$ cat src/pfc_pwm_map.svh
// Register offsets, field positions, reset values and timing counts
// for the dual-slope PWM timer. Definitions only, no logic.
`ifndef PFC_PWM_MAP_SVH
`define PFC_PWM_MAP_SVH

// APB byte addresses, one aligned word each
`define OFS_CTRL_A      12'h000
`define OFS_CTRL_B      12'h004
`define OFS_COUNT       12'h008
`define OFS_CMP_A       12'h00C
`define OFS_CMP_B       12'h010
`define OFS_CAPTURE     12'h014
`define OFS_FLAGS       12'h018
`define OFS_PIN_DIR     12'h01C

// Control A fields: out mode A at 7:6, out mode B at 5:4, mode low 1:0
`define CA_MODE_A_HI    7
`define CA_MODE_A_LO    6
`define CA_MODE_B_HI    5
`define CA_MODE_B_LO    4
// Control B fields: mode high 4:3, prescale select 2:0
`define CB_WAVE_HI      4
`define CB_WAVE_LO      3
`define CB_PRE_HI       2
`define CB_PRE_LO       0

// Flag bits
`define FL_OVF          0
`define FL_CMP_A        1
`define FL_CMP_B        2
`define FL_CAP          3

// Waveform modes handled here
`define WAVE_PFC_CAP    4'h8
`define WAVE_PFC_CMPA   4'h9

// Compare output modes
`define OM_OFF          2'h0
`define OM_TOGGLE       2'h1
`define OM_NONINV       2'h2
`define OM_INV          2'h3

// Reset values
`define RST_CTRL        8'h00
`define RST_WORD        16'h0000

// Prescale divisors
`define DIV_8           11'd8
`define DIV_64          11'd64
`define DIV_256         11'd256
`define DIV_1024        11'd1024

`endif

$ cat src/pfc_pwm_pkg.sv
// Types shared by the dual-slope PWM timer files.
// Assumes the offsets and fields in pfc_pwm_map.svh.
package pfc_pwm_pkg;

  // Counter direction state, one-hot
  typedef enum logic [1:0] {
    DIR_UP   = 2'b01,
    DIR_DOWN = 2'b10
  } dir_t;

  // Prescale select codes
  typedef enum logic [2:0] {
    PRE_STOP = 3'h0,
    PRE_1    = 3'h1,
    PRE_8    = 3'h2,
    PRE_64   = 3'h3,
    PRE_256  = 3'h4,
    PRE_1024 = 3'h5
  } pre_sel_t;

endpackage : pfc_pwm_pkg

$ cat src/tick_prescaler.sv
// Prescaler: produces the one-cycle timer tick used as a clock
// enable. Assumes mclk is the I/O clock and nothing else divides it.
`timescale 1ns/1ps
`include "pfc_pwm_map.svh"
module tick_prescaler #(
  parameter int DIV_W = 11
) (
  // Clock and reset
  input  wire logic       mclk,
  input  wire logic       nrst,
  // Control
  input  wire logic [2:0] pre_sel,
  // Tick out
  output logic            timer_tick
);

  logic [DIV_W-1:0] div_cnt_r;   // Free divide counter
  logic [DIV_W-1:0] div_lim;     // Divisor for the chosen setting

  // Map select code to divisor; stop yields no tick at all
  always_comb begin
    unique case (pre_sel)
      pfc_pwm_pkg::PRE_8:    div_lim = DIV_W'(`DIV_8);
      pfc_pwm_pkg::PRE_64:   div_lim = DIV_W'(`DIV_64);
      pfc_pwm_pkg::PRE_256:  div_lim = DIV_W'(`DIV_256);
      pfc_pwm_pkg::PRE_1024: div_lim = DIV_W'(`DIV_1024);
      default:               div_lim = DIV_W'(1);
    endcase
  end

  // Divider runs on every edge; tick is an enable, never a clock
  always_ff @(posedge mclk or negedge nrst) begin
    if (!nrst) begin
      div_cnt_r <= '0;
    end else if (div_cnt_r >= div_lim - DIV_W'(1)) begin
      div_cnt_r <= '0;
    end else begin
      div_cnt_r <= div_cnt_r + DIV_W'(1);
    end
  end

  // Tick once per divisor period; stopped when select is zero
  assign timer_tick = (pre_sel != 3'h0) &&
                      (pre_sel <= 3'h5) &&
                      (div_cnt_r >= div_lim - DIV_W'(1));

endmodule : tick_prescaler

$ cat src/pfc_pwm_timer.sv
// Dual-slope phase-and-frequency-correct PWM timer with APB registers.
// Assumes an APB master on mclk and an external pad that uses
// the output enables.
// Behaviour
// Modes eight and nine select this operation
// Count up zero to TOP, back down
// Non-inverting: clear on up match, set down
// TOP is capture (8) or compare A (9)
// Counter holds TOP one tick only
// Software keeps TOP at least three
// Compare match sets per-channel flag
// Bottom loads buffers and sets overflow flag
// Flag A or capture set at TOP
// TOP below compare gives no match
// Mode two normal, three inverted PWM
// Pin driven only when direction is output
// Zero gives low, TOP gives high
// Mode nine, out mode one toggles A
// Frequency is clock over 2*N*TOP
// Prefer compare A as changing TOP
// Bottom-only updates keep slopes symmetrical
// Prescaled tick is a clock enable
// Non-zero out mode overrides port pin; B is overridden only in out modes 2 and 3
// Compare writes buffered until bottom
`timescale 1ns/1ps
`include "pfc_pwm_map.svh"
module pfc_pwm_timer (
  // Clock and reset
  input  wire logic        mclk,
  input  wire logic        nrst,
  // APB slave
  input  wire logic        psel,
  input  wire logic        penable,
  input  wire logic        pwrite,
  input  wire logic [11:0] paddr,
  input  wire logic [31:0] pwdata,
  input  wire logic [3:0]  pstrb,
  output logic [31:0]      prdata,
  output logic             pready,
  output logic             pslverr,
  // Compare output pins
  output logic             compare_out_a,
  output logic             compare_out_a_oe,
  output logic             compare_out_b,
  output logic             compare_out_b_oe,
  // Port overrides, high when the timer owns the pin
  output logic             override_a,
  output logic             override_b
);

  // Software-visible registers and internal timer state
  logic [7:0]  timer_control_a_r;  // Out modes and mode low bits
  logic [7:0]  ctrl_b_r;           // Mode high bits and prescale
  logic [15:0] count_value_r;      // The counter
  logic [15:0] buf_a_r;            // Compare A buffer
  logic [15:0] buf_b_r;            // Compare B buffer
  logic [15:0] compare_value_a_r;  // Active compare A
  logic [15:0] compare_value_b_r;  // Active compare B
  logic [15:0] capture_value_r;    // Capture register, TOP in mode 8
  logic [3:0]  flags_r;            // Sticky event flags
  logic [1:0]  pin_dir_r;          // Pin direction bits
  logic        out_a_r;            // Waveform level A
  logic        out_b_r;            // Waveform level B
  pfc_pwm_pkg::dir_t dir_r;        // Count direction

  // Decoded fields
  logic [3:0]  waveform_mode_sel;
  logic [1:0]  out_mode_a;
  logic [1:0]  out_mode_b;
  logic        pfc_mode;
  logic [15:0] top_val;
  logic        timer_tick;
  logic        at_top;
  logic        at_bottom;
  logic        match_a;
  logic        match_b;
  logic        wr_en;
  logic        rd_en;
  logic        addr_ok;
  logic [3:0]  flag_set;
  logic [3:0]  flag_clr;

  // Byte-lane merge of a 16-bit register with write data
  function automatic logic [15:0] merge16(input logic [15:0] old,
                                          input logic [31:0] wd,
                                          input logic [3:0]  st);
    merge16 = old;
    if (st[0]) merge16[7:0]  = wd[7:0];
    if (st[1]) merge16[15:8] = wd[15:8];
  endfunction : merge16

  // Next output level on a match for PWM out modes
  function automatic logic pwm_level(input logic [1:0] om,
                                     input logic       up);
    pwm_level = (om == `OM_NONINV) ? ~up : up;
  endfunction : pwm_level

  assign waveform_mode_sel = {ctrl_b_r[`CB_WAVE_HI:`CB_WAVE_LO],
                              timer_control_a_r[1:0]};
  assign out_mode_a = timer_control_a_r[`CA_MODE_A_HI:`CA_MODE_A_LO];
  assign out_mode_b = timer_control_a_r[`CA_MODE_B_HI:`CA_MODE_B_LO];

  // Only modes 8 and 9 run the counter here
  assign pfc_mode = (waveform_mode_sel == `WAVE_PFC_CAP) ||
                    (waveform_mode_sel == `WAVE_PFC_CMPA);

  // TOP source follows the mode selector
  assign top_val = (waveform_mode_sel == `WAVE_PFC_CMPA) ?
                   compare_value_a_r : capture_value_r;

  assign at_top    = (count_value_r == top_val);
  assign at_bottom = (count_value_r == `RST_WORD);
  // Equality only: a compare above TOP never matches
  assign match_a = (count_value_r == compare_value_a_r);
  assign match_b = (count_value_r == compare_value_b_r);

  // Tick generator; counting, flag setting and output levels advance only on its pulse
  tick_prescaler #(
    .DIV_W (11)
  ) u_pre (
    .mclk       (mclk),
    .nrst       (nrst),
    .pre_sel    (ctrl_b_r[`CB_PRE_HI:`CB_PRE_LO]),
    .timer_tick (timer_tick)
  );

  // APB decode; zero-wait answers, error on unmapped words
  assign addr_ok = (paddr[1:0] == 2'h0) && (paddr <= `OFS_PIN_DIR);
  assign wr_en   = psel && penable && pwrite && addr_ok;
  assign rd_en   = psel && !pwrite;
  assign pready  = 1'b1;
  assign pslverr = psel && penable && !addr_ok;

  // Control registers
  always_ff @(posedge mclk or negedge nrst) begin
    if (!nrst) begin
      timer_control_a_r <= `RST_CTRL;
      ctrl_b_r          <= `RST_CTRL;
      pin_dir_r         <= 2'h0;
      capture_value_r   <= `RST_WORD;
    end else if (wr_en && pstrb[0]) begin
      unique case (paddr)
        `OFS_CTRL_A:  timer_control_a_r <= pwdata[7:0];
        `OFS_CTRL_B:  ctrl_b_r          <= pwdata[7:0];
        `OFS_PIN_DIR: pin_dir_r         <= pwdata[1:0];
        `OFS_CAPTURE: capture_value_r   <= merge16(capture_value_r,
                                                   pwdata, pstrb);
        default: ;
      endcase
    end else if (wr_en && paddr == `OFS_CAPTURE) begin
      capture_value_r <= merge16(capture_value_r, pwdata, pstrb);
    end
  end

  // Compare buffers take software writes; active values wait
  always_ff @(posedge mclk or negedge nrst) begin
    if (!nrst) begin
      buf_a_r <= `RST_WORD;
      buf_b_r <= `RST_WORD;
    end else if (wr_en) begin
      if (paddr == `OFS_CMP_A)
        buf_a_r <= merge16(buf_a_r, pwdata, pstrb);
      if (paddr == `OFS_CMP_B)
        buf_b_r <= merge16(buf_b_r, pwdata, pstrb);
    end
  end

  // Active compare values load only at bottom in this mode
  always_ff @(posedge mclk or negedge nrst) begin
    if (!nrst) begin
      compare_value_a_r <= `RST_WORD;
      compare_value_b_r <= `RST_WORD;
    end else if (!pfc_mode) begin
      compare_value_a_r <= buf_a_r;   // Outside this mode: immediate
      compare_value_b_r <= buf_b_r;
    end else if (timer_tick && at_bottom) begin
      compare_value_a_r <= buf_a_r;
      compare_value_b_r <= buf_b_r;
    end
  end

  // Counter and direction; TOP is held one tick then turns down
  always_ff @(posedge mclk or negedge nrst) begin
    if (!nrst) begin
      count_value_r <= `RST_WORD;
      dir_r         <= pfc_pwm_pkg::DIR_UP;
    end else if (wr_en && paddr == `OFS_COUNT) begin
      count_value_r <= merge16(count_value_r, pwdata, pstrb);
    end else if (pfc_mode && timer_tick) begin
      unique case (dir_r)
        pfc_pwm_pkg::DIR_UP: begin
          if (at_top) begin
            dir_r         <= pfc_pwm_pkg::DIR_DOWN;
            count_value_r <= count_value_r - 16'h0001;
          end else begin
            count_value_r <= count_value_r + 16'h0001;
          end
        end
        pfc_pwm_pkg::DIR_DOWN: begin
          if (at_bottom) begin
            dir_r         <= pfc_pwm_pkg::DIR_UP;
            count_value_r <= count_value_r + 16'h0001;
          end else begin
            count_value_r <= count_value_r - 16'h0001;
          end
        end
        default: dir_r <= pfc_pwm_pkg::DIR_UP;
      endcase
    end
  end
  // Period is 2*TOP ticks, so frequency is clock/(2*N*TOP)

  // Flag events, taken on the tick that shows the value
  always_comb begin
    flag_set = 4'h0;
    if (pfc_mode && timer_tick) begin
      flag_set[`FL_OVF]   = at_bottom;
      flag_set[`FL_CMP_A] = match_a;
      flag_set[`FL_CMP_B] = match_b;
      flag_set[`FL_CAP]   = at_top &&
                            (waveform_mode_sel == `WAVE_PFC_CAP);
    end
    flag_clr = (wr_en && paddr == `OFS_FLAGS && pstrb[0]) ?
               pwdata[3:0] : 4'h0;
  end

  // Sticky flags, write one to clear; a set wins over a clear
  always_ff @(posedge mclk or negedge nrst) begin
    if (!nrst) begin
      flags_r <= 4'h0;
    end else begin
      flags_r <= (flags_r & ~flag_clr) | flag_set;
    end
  end

  // Waveform levels; bottom counts as up slope so a non-inverting zero compare stays low
  always_ff @(posedge mclk or negedge nrst) begin
    if (!nrst) begin
      out_a_r <= 1'b0;
      out_b_r <= 1'b0;
    end else if (pfc_mode && timer_tick) begin
      if (out_mode_a[1] && match_a)
        out_a_r <= pwm_level(out_mode_a, at_bottom ||
                             (dir_r == pfc_pwm_pkg::DIR_UP &&
                              !at_top));
      else if (out_mode_a == `OM_TOGGLE && match_a &&
               waveform_mode_sel == `WAVE_PFC_CMPA)
        out_a_r <= ~out_a_r;
      if (out_mode_b[1] && match_b)
        out_b_r <= pwm_level(out_mode_b, at_bottom ||
                             (dir_r == pfc_pwm_pkg::DIR_UP &&
                              !at_top));
    end
  end

  // Pin override and enable; toggle on B is not a PWM function
  assign override_a = (out_mode_a != `OM_OFF);
  assign override_b = out_mode_b[1];
  assign compare_out_a    = out_a_r;
  assign compare_out_b    = out_b_r;
  assign compare_out_a_oe = override_a && pin_dir_r[0];
  assign compare_out_b_oe = override_b && pin_dir_r[1];

  // Read mux; read data valid from setup, no side effects
  always_comb begin
    prdata = 32'h0000_0000;
    if (rd_en) begin
      unique case (paddr)
        `OFS_CTRL_A:  prdata = {24'h00_0000, timer_control_a_r};
        `OFS_CTRL_B:  prdata = {24'h00_0000, ctrl_b_r};
        `OFS_COUNT:   prdata = {16'h0000, count_value_r};
        `OFS_CMP_A:   prdata = {16'h0000, buf_a_r};
        `OFS_CMP_B:   prdata = {16'h0000, buf_b_r};
        `OFS_CAPTURE: prdata = {16'h0000, capture_value_r};
        `OFS_FLAGS:   prdata = {28'h000_0000, flags_r};
        `OFS_PIN_DIR: prdata = {30'h0000_0000, pin_dir_r};
        default:      prdata = 32'h0000_0000;
      endcase
    end
  end

  // Helper: ticks spent at TOP in a row
  logic [1:0] top_run_r;
  always_ff @(posedge mclk or negedge nrst) begin
    if (!nrst) top_run_r <= 2'h0;
    else if (timer_tick) top_run_r <= (pfc_mode && at_top) ?
                                      top_run_r + 2'h1 : 2'h0;
  end

  property p_top_once;
    @(posedge mclk) disable iff (!nrst) top_run_r < 2'h2;
  endproperty
  a_top_once: assert property (p_top_once)
    else $error("counter held TOP more than one tick");

  property p_mode_gate;
    @(posedge mclk) disable iff (!nrst)
      (!pfc_mode && !(wr_en && paddr == `OFS_COUNT)) |=>
      $stable(count_value_r);
  endproperty
  a_mode_gate: assert property (p_mode_gate)
    else $error("counter moved outside modes 8 and 9");

  property p_step;
    @(posedge mclk) disable iff (!nrst)
      (pfc_mode && timer_tick && !wr_en && !at_top && !at_bottom) |=>
      (count_value_r == $past(count_value_r) + 16'h0001) ||
      (count_value_r == $past(count_value_r) - 16'h0001);
  endproperty
  a_step: assert property (p_step)
    else $error("counter did not step by one");

  property p_top_turn;
    @(posedge mclk) disable iff (!nrst)
      (pfc_mode && timer_tick && at_top && dir_r ==
       pfc_pwm_pkg::DIR_UP && !wr_en) |=> dir_r == pfc_pwm_pkg::DIR_DOWN;
  endproperty
  a_top_turn: assert property (p_top_turn)
    else $error("no reversal at TOP");

  property p_match_flag;
    @(posedge mclk) disable iff (!nrst)
      (pfc_mode && timer_tick && match_b) |=> flags_r[`FL_CMP_B];
  endproperty
  a_match_flag: assert property (p_match_flag)
    else $error("compare B flag missed");

  property p_bottom_load;
    @(posedge mclk) disable iff (!nrst)
      (pfc_mode && timer_tick && at_bottom) |=>
      flags_r[`FL_OVF] && compare_value_a_r == $past(buf_a_r);
  endproperty
  a_bottom_load: assert property (p_bottom_load)
    else $error("bottom load or overflow flag missed");

  property p_cap_flag;
    @(posedge mclk) disable iff (!nrst)
      (timer_tick && at_top && waveform_mode_sel == `WAVE_PFC_CAP) |=>
      flags_r[`FL_CAP];
  endproperty
  a_cap_flag: assert property (p_cap_flag)
    else $error("capture flag not set at TOP");

  property p_hold_active;
    @(posedge mclk) disable iff (!nrst)
      (pfc_mode && !(timer_tick && at_bottom)) |=>
      $stable(compare_value_b_r);
  endproperty
  a_hold_active: assert property (p_hold_active)
    else $error("active compare changed off bottom");

  property p_pin_gate;
    @(posedge mclk) disable iff (!nrst)
      !pin_dir_r[0] |-> !compare_out_a_oe;
  endproperty
  a_pin_gate: assert property (p_pin_gate)
    else $error("pin A driven with direction input");

  property p_up_clear;
    @(posedge mclk) disable iff (!nrst)
      (pfc_mode && timer_tick && match_a && out_mode_a == `OM_NONINV &&
       dir_r == pfc_pwm_pkg::DIR_UP && !at_top) |=> !out_a_r;
  endproperty
  a_up_clear: assert property (p_up_clear)
    else $error("output A not cleared on up match");

endmodule : pfc_pwm_timer

$ cat config.mk
export PLATFORM = sky130hd
export DESIGN_NAME = pfc_pwm_timer
export DESIGN_NICKNAME = d
export VERILOG_FILES = /design/src/pfc_pwm_pkg.sv /design/src/tick_prescaler.sv /design/src/pfc_pwm_timer.sv
export VERILOG_INCLUDE_DIRS = /design/src /design/src/src
export SDC_FILE = /design/constraint.sdc
export NUM_CORES = 1
export LEC_CHECK = 0
export ABC_AREA = 1
export BUFFER_PORTS_ARGS = -buffer_cell sky130_fd_sc_hd__buf_2
export CAP_MARGIN = 10
export CORE_ASPECT_RATIO = 2
export CORE_UTILIZATION = 50
export CTS_CLUSTER_SIZE = 10
export DETAILED_ROUTE_END_ITERATION = 6
export GPL_ROUTABILITY_DRIVEN = 0
export PLACE_DENSITY_LB_ADDON = 0.25
export SLEW_MARGIN = 20
export SYNTH_ARGS = -nofsm -noshare
export SYNTH_HDL_FRONTEND = slang
export SYNTH_HIERARCHICAL = 1
export SYNTH_SLANG_ARGS = --single-unit
$ cat constraint.sdc
create_clock -name mclk -period 3.3 [get_ports mclk]
set_input_delay 0.33 -clock mclk [delete_from_list [all_inputs] [get_ports mclk]]
set_output_delay 0.33 -clock mclk [all_outputs]
set_load 0.005 [all_outputs]
# --- Yosys cells after proc, flatten, opt, wreduce, memory -nomap -nowiden ---
# Cells that the tools add are included.
totals:
  inputBits: 53
  register_bits: 133
op_classes:
  bitwise_logic: 6
  n_mux: 30
  n_addsub: 4
  n_reduce_logical: 50
  eq_ne: 27
  magnitude_cmp: 3
op_table:
  columns: ["cell", "n"]
  rows:
  - ["$mux W16", 13]
  - ["$pmux W16 S8", 1]
  - ["$eq A12 B5 Y1 const B", 4]
  - ["$eq A16 B16 Y1", 3]
  - ["$pmux W11 S4", 1]
  - ["$mux W8", 4]
  - ["$pmux W16 S2", 1]
  - ["$eq A12 B4 Y1 const B", 2]
  - ["$logic_and A1 B1 Y1", 23]
  - ["$reduce_and A3 Y1", 6]
  - ["$add A16 B1 Y16 const B", 1]
  - ["$logic_not A16 Y1", 1]
  - ["$sub A16 B1 Y16 const B", 1]
  - ["$eq A12 B3 Y1 const B", 1]
  - ["$le A12 B5 Y1 const B", 1]
  - ["$logic_not A12 Y1", 1]
  - ["$reduce_and A2 Y1", 6]
  - ["$add A11 B1 Y11 const B", 1]
  - ["$ge A11 B11 Y1", 1]
  - ["$mux W11", 1]
  - ["$sub A11 B1 Y11 const B", 1]
  - ["$eq A4 B4 Y1 const B", 2]
  - ["$mux W4", 2]
  - ["$ne A2 B2 Y1 const B", 4]
  - ["other kinds (19)", 38]

# --- Depth between registers and ports, before layout ---
# Gate-level depths: netlist (run 1).
depth:
  depth_word: 9
  ltp_mapped: 21
  depth_no_buf: 20

# --- By module ---
# The synthesis (run 1) kept the hierarchy.
by_module_without_submodules:
  columns: ["module", "cells_per_inst", "area_per_inst_um2", "instances"]
  rows:
  - ["pfc_pwm_timer", 1032, 7477.2, 1]
  - ["tick_prescaler", 129, 928.4, 1]

# --- Worst setup path before layout (run 1) ---
# OpenSTA, ideal clock, no wires.
synth_timing:
  path_type: "register to register"
  from: "register ctrl_b_r[2]"
  to: "register compare_value_a_r[12]"
  path_stages_with_launch: 17
  required_time_ps: 3175
  n_path_buf: 1
  period_less_slack_ps: 2792
  setup_ps: 125
  t_arrival_ps: 2667
  path_slack_ps: 508
  path_cell_list: "dfrtp_1 -> nor3_1 -> inv_1 -> ha_1 -> xor2_1 -> ha_1 -> nand2_1 -> nor2_1 -> and2_1 -> nand2_1 -> nand2_1 -> nor2_1 -> nor2_1 -> nand3_1 -> nand2_1 -> buf_2 -> mux2_2"
synth_between:
  elab_chain_len: 7
  elab_cells_between_ends: 13
  cone_classes: "add/sub: 1; order compare: 2; eq/ne: 5; mux: 1; reduce/logical: 4"
synth_rtl:
  columns: ["element", "line_no", "text"]
  rows:
  - ["start, declared", "pfc_pwm_timer.sv:53", "logic [7:0] ctrl_b_r;"]
  - ["start signal, assigned", "pfc_pwm_timer.sv:138", "ctrl_b_r <= `RST_CTRL;"]
  - ["start signal, assigned", "pfc_pwm_timer.sv:144", "`OFS_CTRL_B: ctrl_b_r <= pwdata[7:0];"]
  - ["$eq A3 B3 Y1 / $eq A3 B2 Y1 (equally long branches)", "tick_prescaler.sv:22", "unique case (pre_sel)"]
  - ["$pmux W11 S4", "tick_prescaler.sv:22", null]
  - ["$sub A11 B1 Y11", "tick_prescaler.sv:45", "(div_cnt_r >= div_lim - DIV_W'(1));"]
  - ["$ge A11 B11 Y1", "tick_prescaler.sv:45", null]
  - ["$logic_and A1 B1 Y1 (*)", "tick_prescaler.sv:44", "(pre_sel <= 3'h5) &&"]
  - ["net timer_tick", "pfc_pwm_timer.sv:72", "logic timer_tick;"]
  - ["$logic_and A1 B1 Y1 (*)", "pfc_pwm_timer.sv:176", "end else if (timer_tick && at_bottom) begin"]
  - ["$ne A2 B1 Y1 (no line) (*)", null, null]
  - ["end signal, assigned", "pfc_pwm_timer.sv:171", "compare_value_a_r <= `RST_WORD;"]
  - ["end signal, assigned", "pfc_pwm_timer.sv:174", "compare_value_a_r <= buf_a_r;"]
  - ["end signal, assigned", "pfc_pwm_timer.sv:177", "compare_value_a_r <= buf_a_r;"]
  - ["end, declared", "pfc_pwm_timer.sv:57", "logic [15:0] compare_value_a_r;"]
# The timed path passes the listed nets; every way through them passes the cells marked *.
# A chain may end at the register's enable or synchronous reset.

# --- Final worst setup path (run 1) ---
layout_timing:
  from: "register ctrl_b_r[2]"
  to: "register out_b_r (netlist: compare_out_b)"
layout_between:
  elab_chain_len: 7
  elab_cells_between_ends: 13
  cone_classes: "add/sub: 1; order compare: 2; eq/ne: 4; mux: 1; reduce/logical: 5"
layout_rtl:
  columns: ["element", "line_no", "text"]
  rows:
  - ["$eq A3 B3 Y1 / $eq A3 B2 Y1 (equally long branches)", "tick_prescaler.sv:22", null]
  - ["$pmux W11 S4", "tick_prescaler.sv:22", null]
  - ["$sub A11 B1 Y11", "tick_prescaler.sv:45", null]
  - ["$ge A11 B11 Y1", "tick_prescaler.sv:45", null]
  - ["$logic_and A1 B1 Y1 (*)", "tick_prescaler.sv:44", null]
  - ["net timer_tick", "pfc_pwm_timer.sv:72", null]
  - ["$logic_and A1 B1 Y1 (*)", "pfc_pwm_timer.sv:241", "end else if (pfc_mode && timer_tick) begin"]
  - ["$reduce_and A2 Y1 (no line) (*)", null, null]
  - ["end signal, assigned", "pfc_pwm_timer.sv:250", "out_b_r <= pwm_level(out_mode_b, at_bottom ||"]
  - ["end, declared", "pfc_pwm_timer.sv:63", "logic out_b_r;"]
# Marks and branches as above.

==> results.json, run 1 <==
{
  "crit_fanout": 5,
  "min_path_type": "in -> reg",
  "clkTransAtPathRegs_ns": 0.07,
  "synth_common_cells": "361 x nand2_1, 132 x dfrtp_1, 120 x inv_1, 117 x o21ai_0, 76 x nand3_1",
  "synth.most_common_cell": "nand2_1",
  "grt_pass1_wl_mm": 42.1,
  "path_class": "reg -> reg",
  "postRouteAntennaNets": 0,
  "synthFlopType": "dfrtp_1",
  "crit_path_cell_trace": "nor3_2 > inv_1 > nand2_1 > ha_1 > ha_1 > nand2_1 > nor2_2 > and2_1 > nand2_1 > nand2_1 > nor2_1 > nor2_2 > nand2_1 > a2111oi_1 > nand3_1 > o21ai_1 > nand2_1",
  "cts.sinks": 133,
  "io_buffer_count": 57,
  "fmax_mhz": 321,
  "crit_slowest_cell": "dfrtp_1",
  "final_hold_viol_count": 0,
  "antennaDiodeCount": 0,
  "hold_end": "buf_b_r[14]$_DFFE_PN0P_",
  "start_util_pct": 51.4,
  "power_density_nw_per_um2": 408,
  "tightest_slew_ns": 0.822,
  "layout_min_cycle_time_ns": 3.12,
  "cp-start-kind": "flip-flop",
  "area_growth_pct": 13.4,
  "yosysWarnings": 6,
  "grt_util_all_layers_pct": 33.3,
  "io_pins": 93,
  "num_vias": 8114,
  "ys_seq_elements": 133,
  "ys_seq_area_share_pct": 39.6,
  "cts_inserted_buffers": 17,
  "die_height_um": 185,
  "rows": 66,
  "reg2reg_to": "compare_out_b$_DFFE_PN0P_",
  "place_area_um2": 8840,
  "hp-start": "pwdata[14]",
  "die_w_um": 93.7,
  "insertion_delay_ns": 0.44,
  "fin_skew_ns": 0.0131,
  "overflow": 0,
  "syn_avg_cell_area_um2": 7.24,
  "h-tree-depth": 4,
  "cp_slowest_stage_delay_ns": 0.42,
  "rr_startpoint": "ctrl_b_r[2]$_DFFE_PN0P_",
  "synth.area.top_cells": "dfrtp_1 39%, nand2_1 16%, o21ai_0 7.0%, inv_1 5.4%, nand3_1 4.5%",
  "vias_per_cell": 5.65,
  "final_util_pct": 58.3,
  "wire_per_inst_um": 19.0,
  "finalMaxSlewViolations": 0,
  "async_reset_ff_share_pct": 100,
  "coreArea_um2": 16400,
  "num-fill-cells": 1582,
  "final_cells": 1435,
  "synth_area_um2": 8410,
  "drcViolationCount": 0,
  "synth_top_area_cell": "dfrtp_1",
  "crit_required_ns": 3.62,
  "wl_mm": 27.3,
  "cts_root_buf": "clkbuf_16",
  "grt_start_max_net_pins": 78,
  "rrSetupSlack_ns": 0.18,
  "report.final.setup_viol": 0,
  "die-area_um2": 17400,
  "crit_buf_inv": 1,
  "reg2reg_depth": 17,
  "end_kind": "flip-flop",
  "worstHoldPathCells": 3,
  "hold_slack_ns": 0.217,
  "vdd_drop_max_mv": 0.419,
  "cts_tree": "yes",
  "first_pass_iters": 5,
  "clockBufferDepth": 2,
  "crit_arrival_ns": 3.44,
  "dr.first_iter.drc_count": 567,
  "first_global_vias": 8090,
  "tns_ns": 0,
  "grt_antenna_before_repair": 0,
  "netlist_instances": 1161,
  "slew_headroom_pct": 44.9,
  "min_period_over_period_pct": 94.5,
  "synth.top_cell.area_share_pct": 39.3,
  "ys_types": 48,
  "dp_cells": 1399,
  "synth_edf_count": 0,
  "drive_above_1_share_pct": 13.6,
  "power_leakage_nw": 4.68,
  "cpLargestDelayFamily": "simple AND/OR/NAND/NOR gates",
  "final_nets": 1287,
  "fin_area_um2": 9540,
  "max-cap-violations": 0,
  "cp_common_cell": "nand2_1",
  "outcome": "finished clean",
  "post-dp-hpwl_mm": 20.2
}
logic make-up after synthesis:
kind of cell	synth area share [%]
simple gates	28.8
compound gates	13.2
buf+inv	10.0
flops	39.6
xor+xnor	4.38
fa+ha+maj	2.38
mux	1.47
other cells	0.134
worst register-to-register path: stages (launching register included):
cell	delay [ns]
dfrtp_1	0.42
nor3_2	0.18
inv_1	0.07
nand2_1	0.08
ha_1	0.23
ha_1	0.30
nand2_1	0.08
nor2_2	0.16
and2_1	0.14
nand2_1	0.07
nand2_1	0.07
nor2_1	0.04
nor2_2	0.15
nand2_1	0.12
a2111oi_1	0.38
nand3_1	0.26
o21ai_1	0.19
nand2_1	0.06
worst max path at each step:
stage	startpoint	cells past startpoint	to
final	ctrl_b_r[2]$_DFFE_PN0P_	17	compare_out_b$_DFFE_PN0P_
after global routing	ctrl_b_r[2]$_DFFE_PN0P_	17	compare_out_b$_DFFE_PN0P_
after CTS	ctrl_b_r[1]$_DFFE_PN0P_	19	compare_out_b$_DFFE_PN0P_
after detailed placement	ctrl_b_r[1]$_DFFE_PN0P_	19	compare_out_b$_DFFE_PN0P_
after global placement	ctrl_b_r[2]$_DFFE_PN0P_	17	compare_out_b$_DFFE_PN0P_
after floorplan	ctrl_b_r[2]$_DFFE_PN0P_	16	compare_value_a_r[12]$_DFFE_PN0P_
where the power goes:
group | internal, mW | total [mW] | switching (mW)
Combinational | 0.0569 | 0.199 | 0.142
Clock | 1.27 | 2.03 | 0.762
Sequential | 1.64 | 1.66 | 0.0141
Total | 2.97 | 3.89 | 0.918
cells in the final DEF (no fill, tap or decap), types with 11 or more instances in the layout:
cell / n
a21oi_1: 32
buf_2: 56
buf_4: 24
clkbuf_16: 17
conb_1: 18
dfrtp_1: 132
ha_1: 16
inv_1: 119
mux2_2: 11
nand2_1: 361
nand2_2: 11
nand3_1: 76
nor2_1: 71
nor3_1: 17
o21ai_0: 116
xnor2_1: 14
xor2_1: 28
flip-flops by register name (all words and copies together), names as in the netlist:
signal,flops
buf_a_r,16
buf_b_r,16
capture_value_r,16
compare_value_a_r,16
compare_value_b_r,16
count_value_r,16
u_pre/div_cnt_r,11
ctrl_b_r,8
timer_control_a_r,8
flags_r,4
dir_r,2
pin_dir_r,2
compare_out_a,1
compare_out_b,1
final cells by class:
cell class              count  area [µm²]  share of cell area (%)
multi-input cells         856        4330                    45.4
inverters                 126         473                    4.96
clock buffers              22         484                    5.08
flip-flops and latches    133        3330                    34.9
clock inverters            10         143                    1.50
repair buffers             84         522                    5.47
well taps                 204         255                    2.68
through the flow:
stage,setup WS [ns],total power [mW]
floorplan,0.508,1.81
global placement,0.167,1.88
detailed placement,0.164,1.88
CTS,0.112,3.88
global route,-0.00210,3.99
finish,0.182,3.89
per-layer routing:
layer	up-vias	routed length (µm)	GRT usage (%)	share of wire [%]
met5	-	0	0	0
met4	0	3120	34.5	11
met3	165	1320	6.28	4.8
met2	340	14000	57.9	51
met1	3786	8830	30.7	32
li1	3823	-	-	-
repair_timing:
action / 4_1_cts / 5_1_grt
gates resized for setup: 0 / 8
endpoints found under the setup margin: 0 / 33
hold endpoints to repair: 76 / 0
buffers inserted: 0 / 2
hold buffers: 1 / 0
(Power assumes the default switching activity.)
==> run 2: changes to the inputs <==
--- a/config.mk
+++ b/config.mk
@@ -6,7 +6,7 @@
 export SDC_FILE = /design/constraint.sdc
 export NUM_CORES = 1
 export LEC_CHECK = 0
-export ABC_AREA = 1
+export ABC_AREA = 0
 export BUFFER_PORTS_ARGS = -buffer_cell sky130_fd_sc_hd__buf_2
 export CAP_MARGIN = 10
 export CORE_ASPECT_RATIO = 2
@@ -15,6 +15,7 @@
 export DETAILED_ROUTE_END_ITERATION = 6
 export GPL_ROUTABILITY_DRIVEN = 0
 export PLACE_DENSITY_LB_ADDON = 0.25
+export REMOVE_ABC_BUFFERS = 1
 export SLEW_MARGIN = 20
 export SYNTH_ARGS = -nofsm -noshare
 export SYNTH_HDL_FRONTEND = slang
==> run 2 against run 1 <==
- total power increased by 1.9%
- worst setup slack got worse by 0.045 ns
- combinational power increased by 37%
- cell count decreased by 24%
- synthesized cell count decreased by 33%
- synthesized area decreased by 4.3%
- non-clock buffer count increased by 38
- via count decreased by 14%
- cell area increased by 0.50%
==> results.json, run 2 <==
{
  "outcome": "finished clean",
  "crit_arrival_ns": 3.47,
  "grt_antenna_before_repair": 0,
  "reg2reg_to": "count_value_r[9]$_DFFE_PN0P_",
  "ys_types": 74,
  "final_cell_mix": "129 x dfrtp_1, 97 x mux2_2, 62 x buf_4",
  "min_path_type": "in -> reg",
  "final_nets": 946,
  "synth_fa_ha_area_share_pct": 2.49,
  "area_growth_pct": 19.1,
  "fin_area_um2": 9580,
  "dp_cells": 1053,
  "synth_edf_count": 0,
  "ys_seq_elements": 133,
  "final_hold_viol_count": 0,
  "cp-start-kind": "flip-flop",
  "max-cap-violations": 0,
  "yosysWarnings": 6,
  "synthSimpleGateAreaFrac_pct": 17.3,
  "postRouteAntennaNets": 0,
  "rr_startpoint": "compare_value_a_r[3]$_DFFE_PN0P_",
  "h-tree-depth": 4,
  "slew_headroom_pct": 42.8,
  "min_period_over_period_pct": 95.8,
  "total_power_mw": 3.97,
  "power_leakage_nw": 4.43,
  "synthFlopType": "dfrtp_1",
  "ys_seq_area_share_pct": 41.4,
  "synth_top_area_cell": "dfrtp_1",
  "die_w_um": 91.7,
  "io_buffer_count": 57,
  "overflow": 0,
  "tightest_slew_ns": 0.855,
  "reg2reg_depth": 8,
  "die_height_um": 181,
  "start_util_pct": 51.0,
  "place_area_um2": 8820,
  "fin_skew_ns": 0.0100,
  "crit_fanout": 13,
  "finalMaxSlewViolations": 0,
  "drcViolationCount": 0,
  "cts_tree": "yes",
  "final_common_cell": "dfrtp_1",
  "vias_per_cell": 6.38,
  "rrSetupSlack_ns": 0.14,
  "grt_util_all_layers_pct": 32.9,
  "cts_root_buf": "clkbuf_16",
  "layout_min_cycle_time_ns": 3.16,
  "num-fill-cells": 1349,
  "synth-compound-area-share_pct": 13.7,
  "synth_xor_area_share_pct": 5.77,
  "num_vias": 6959,
  "end_kind": "flip-flop",
  "syn_avg_cell_area_um2": 10.4,
  "crit_path_cell_trace": "nor2b_1 > or4_1 > nor3b_2 > o221ai_2 > or4_4 > a2111oi_2 > o2111a_1 > nor3_1",
  "io_pins": 93,
  "grt_start_max_net_pins": 86,
  "first_global_vias": 7201,
  "synth.most_common_cell": "dfrtp_1",
  "cts.sinks": 133,
  "rsz0062_at_grt": "true",
  "synth_common_cells": "132 x dfrtp_1, 97 x mux2_2, 52 x nand2_1, 39 x a22oi_1, 29 x xnor2_1",
  "netlist_instances": 777,
  "synth.top_cell.area_share_pct": 41.0,
  "insertion_delay_ns": 0.43,
  "fmax_mhz": 316,
  "tns_ns": 0,
  "final_cells": 1091,
  "async_reset_ff_share_pct": 100,
  "grt_pass1_wl_mm": 40.5,
  "drive_above_1_share_pct": 34.3,
  "hp-start": "pwdata[8]",
  "die-area_um2": 16600,
  "path_class": "reg -> reg",
  "worstHoldPathCells": 2,
  "report.final.setup_viol": 0,
  "synth_area_um2": 8050,
  "dr.first_iter.drc_count": 470,
  "synth.area.top_cells": "dfrtp_1 41%, mux2_2 14%, a22oi_1 3.6%, xnor2_1 3.2%, xor2_1 2.6%",
  "clockBufferDepth": 2,
  "cts_inserted_buffers": 17,
  "coreArea_um2": 15800,
  "clkTransAtPathRegs_ns": 0.06,
  "hold_end": "capture_value_r[8]$_DFFE_PN0P_",
  "rows": 65,
  "crit_slowest_cell": "or4_4",
  "first_pass_iters": 5,
  "power_density_nw_per_um2": 414,
  "cp_slowest_stage_delay_ns": 0.69,
  "synth_top_family_by_area": "simple AND/OR/NAND/NOR gates",
  "crit_required_ns": 3.60,
  "wire_per_inst_um": 24.1,
  "wl_mm": 26.3,
  "antennaDiodeCount": 0,
  "synthMuxAreaShare_pct": 14.6,
  "post-dp-hpwl_mm": 19.4,
  "vdd_drop_max_mv": 0.313
}
-- run 2: critical path: cells and delay by family, from the launching register on --
| kind | cells | cell delay, ns |
|---|---|---|
| AND/OR/NAND/NOR | 5 | 1.68 |
| AO/OA/AOI/OAI | 3 | 0.89 |
| flip-flops | 1 | 0.45 |
-- run 2: kinds of logic after synthesis --
| group | after synthesis |
|---|---|
| muxes | 105 |
| DFF | 133 |
| buffers and inverters | 72 |
| other | 3 |
| adders and majority gates | 16 |
| AOI/OAI and AO/OA | 153 |
| and+or+nand+nor | 242 |
| xor gates and xnor gates | 53 |
-- run 2: how the worst max path moves through the flow --
stage | start | end | slack [ns] | depth (start not counted)
6_report | compare_value_a_r[3]$_DFFE_PN0P_ | count_value_r[9]$_DFFE_PN0P_ | 0.14 | 8
5_1_grt | count_value_r[8]$_DFFE_PN0P_ | count_value_r[9]$_DFFE_PN0P_ | -0.12 | 8
4_1_cts | ctrl_b_r[1]$_DFFE_PN0P_ | count_value_r[15]$_DFFE_PN0P_ | -0.06 | 15
3_5_place_dp | ctrl_b_r[2]$_DFFE_PN0P_ | count_value_r[4]$_DFFE_PN0P_ | -0.09 | 16
3_3_place_gp | ctrl_b_r[2]$_DFFE_PN0P_ | count_value_r[11]$_DFFE_PN0P_ | 0.1 | 15
2_1_floorplan | ctrl_b_r[0]$_DFFE_PN0P_ | count_value_r[6]$_DFFE_PN0P_ | -1.17 | 15
-- run 2: through the flow --
| step | hold WS (ns) | utilization [%] | worst slack (ns) |
|---|---|---|---|
| after floorplan | 0.0344 | - | -1.17 |
| final | 0.202 | 60.7 | 0.138 |
| after global placement | 0.429 | 55.9 | 0.0963 |
| after detailed placement | 0.440 | 55.9 | -0.0949 |
| after CTS | 0.194 | 60.0 | -0.0551 |
| after global routing | 0.207 | 60.7 | -0.119 |
-- run 2: area by class of cell --
type	count	area, µm²	share of cell area [%]
multi-input cells	587	4510	47.0
flip-flops and latches	133	3330	34.8
repair buffers	122	807	8.42
clock buffers	19	453	4.73
well taps	201	251	2.62
clock inverters	13	170	1.78
inverters	16	60.1	0.627
-- run 2: timing repair --
item | in CTS | in global routing
gates cloned | 0 | 0
setup buffers | 1 | 4
pin swaps | 1 | 7
endpoints found under the hold margin | 18 | 0
setup endpoints to repair | 9 | 17
gates resized for setup | 3 | 22
hold buffers | 1 | 0
-- run 2: metal layers --
layer | up-vias | routed length (µm) | global-route usage, %
met5 | - | 0 | 0
met4 | 0 | 2630 | 30.3
met3 | 137 | 1240 | 4.65
met2 | 332 | 13700 | 57.7
met1 | 3437 | 8760 | 32.9
li1 | 3053 | - | -
-- run 2: report_power, final --
part / total [mW] / switching (mW) / leakage (nW) / internal (mW)
combinational: 0.273 / 0.167 / 2.30 / 0.106
sequential: 1.68 / 0.0290 / 1.83 / 1.65
clock: 2.01 / 0.774 / 0.302 / 1.24
total: 3.97 / 0.970 / 4.43 / 3.00
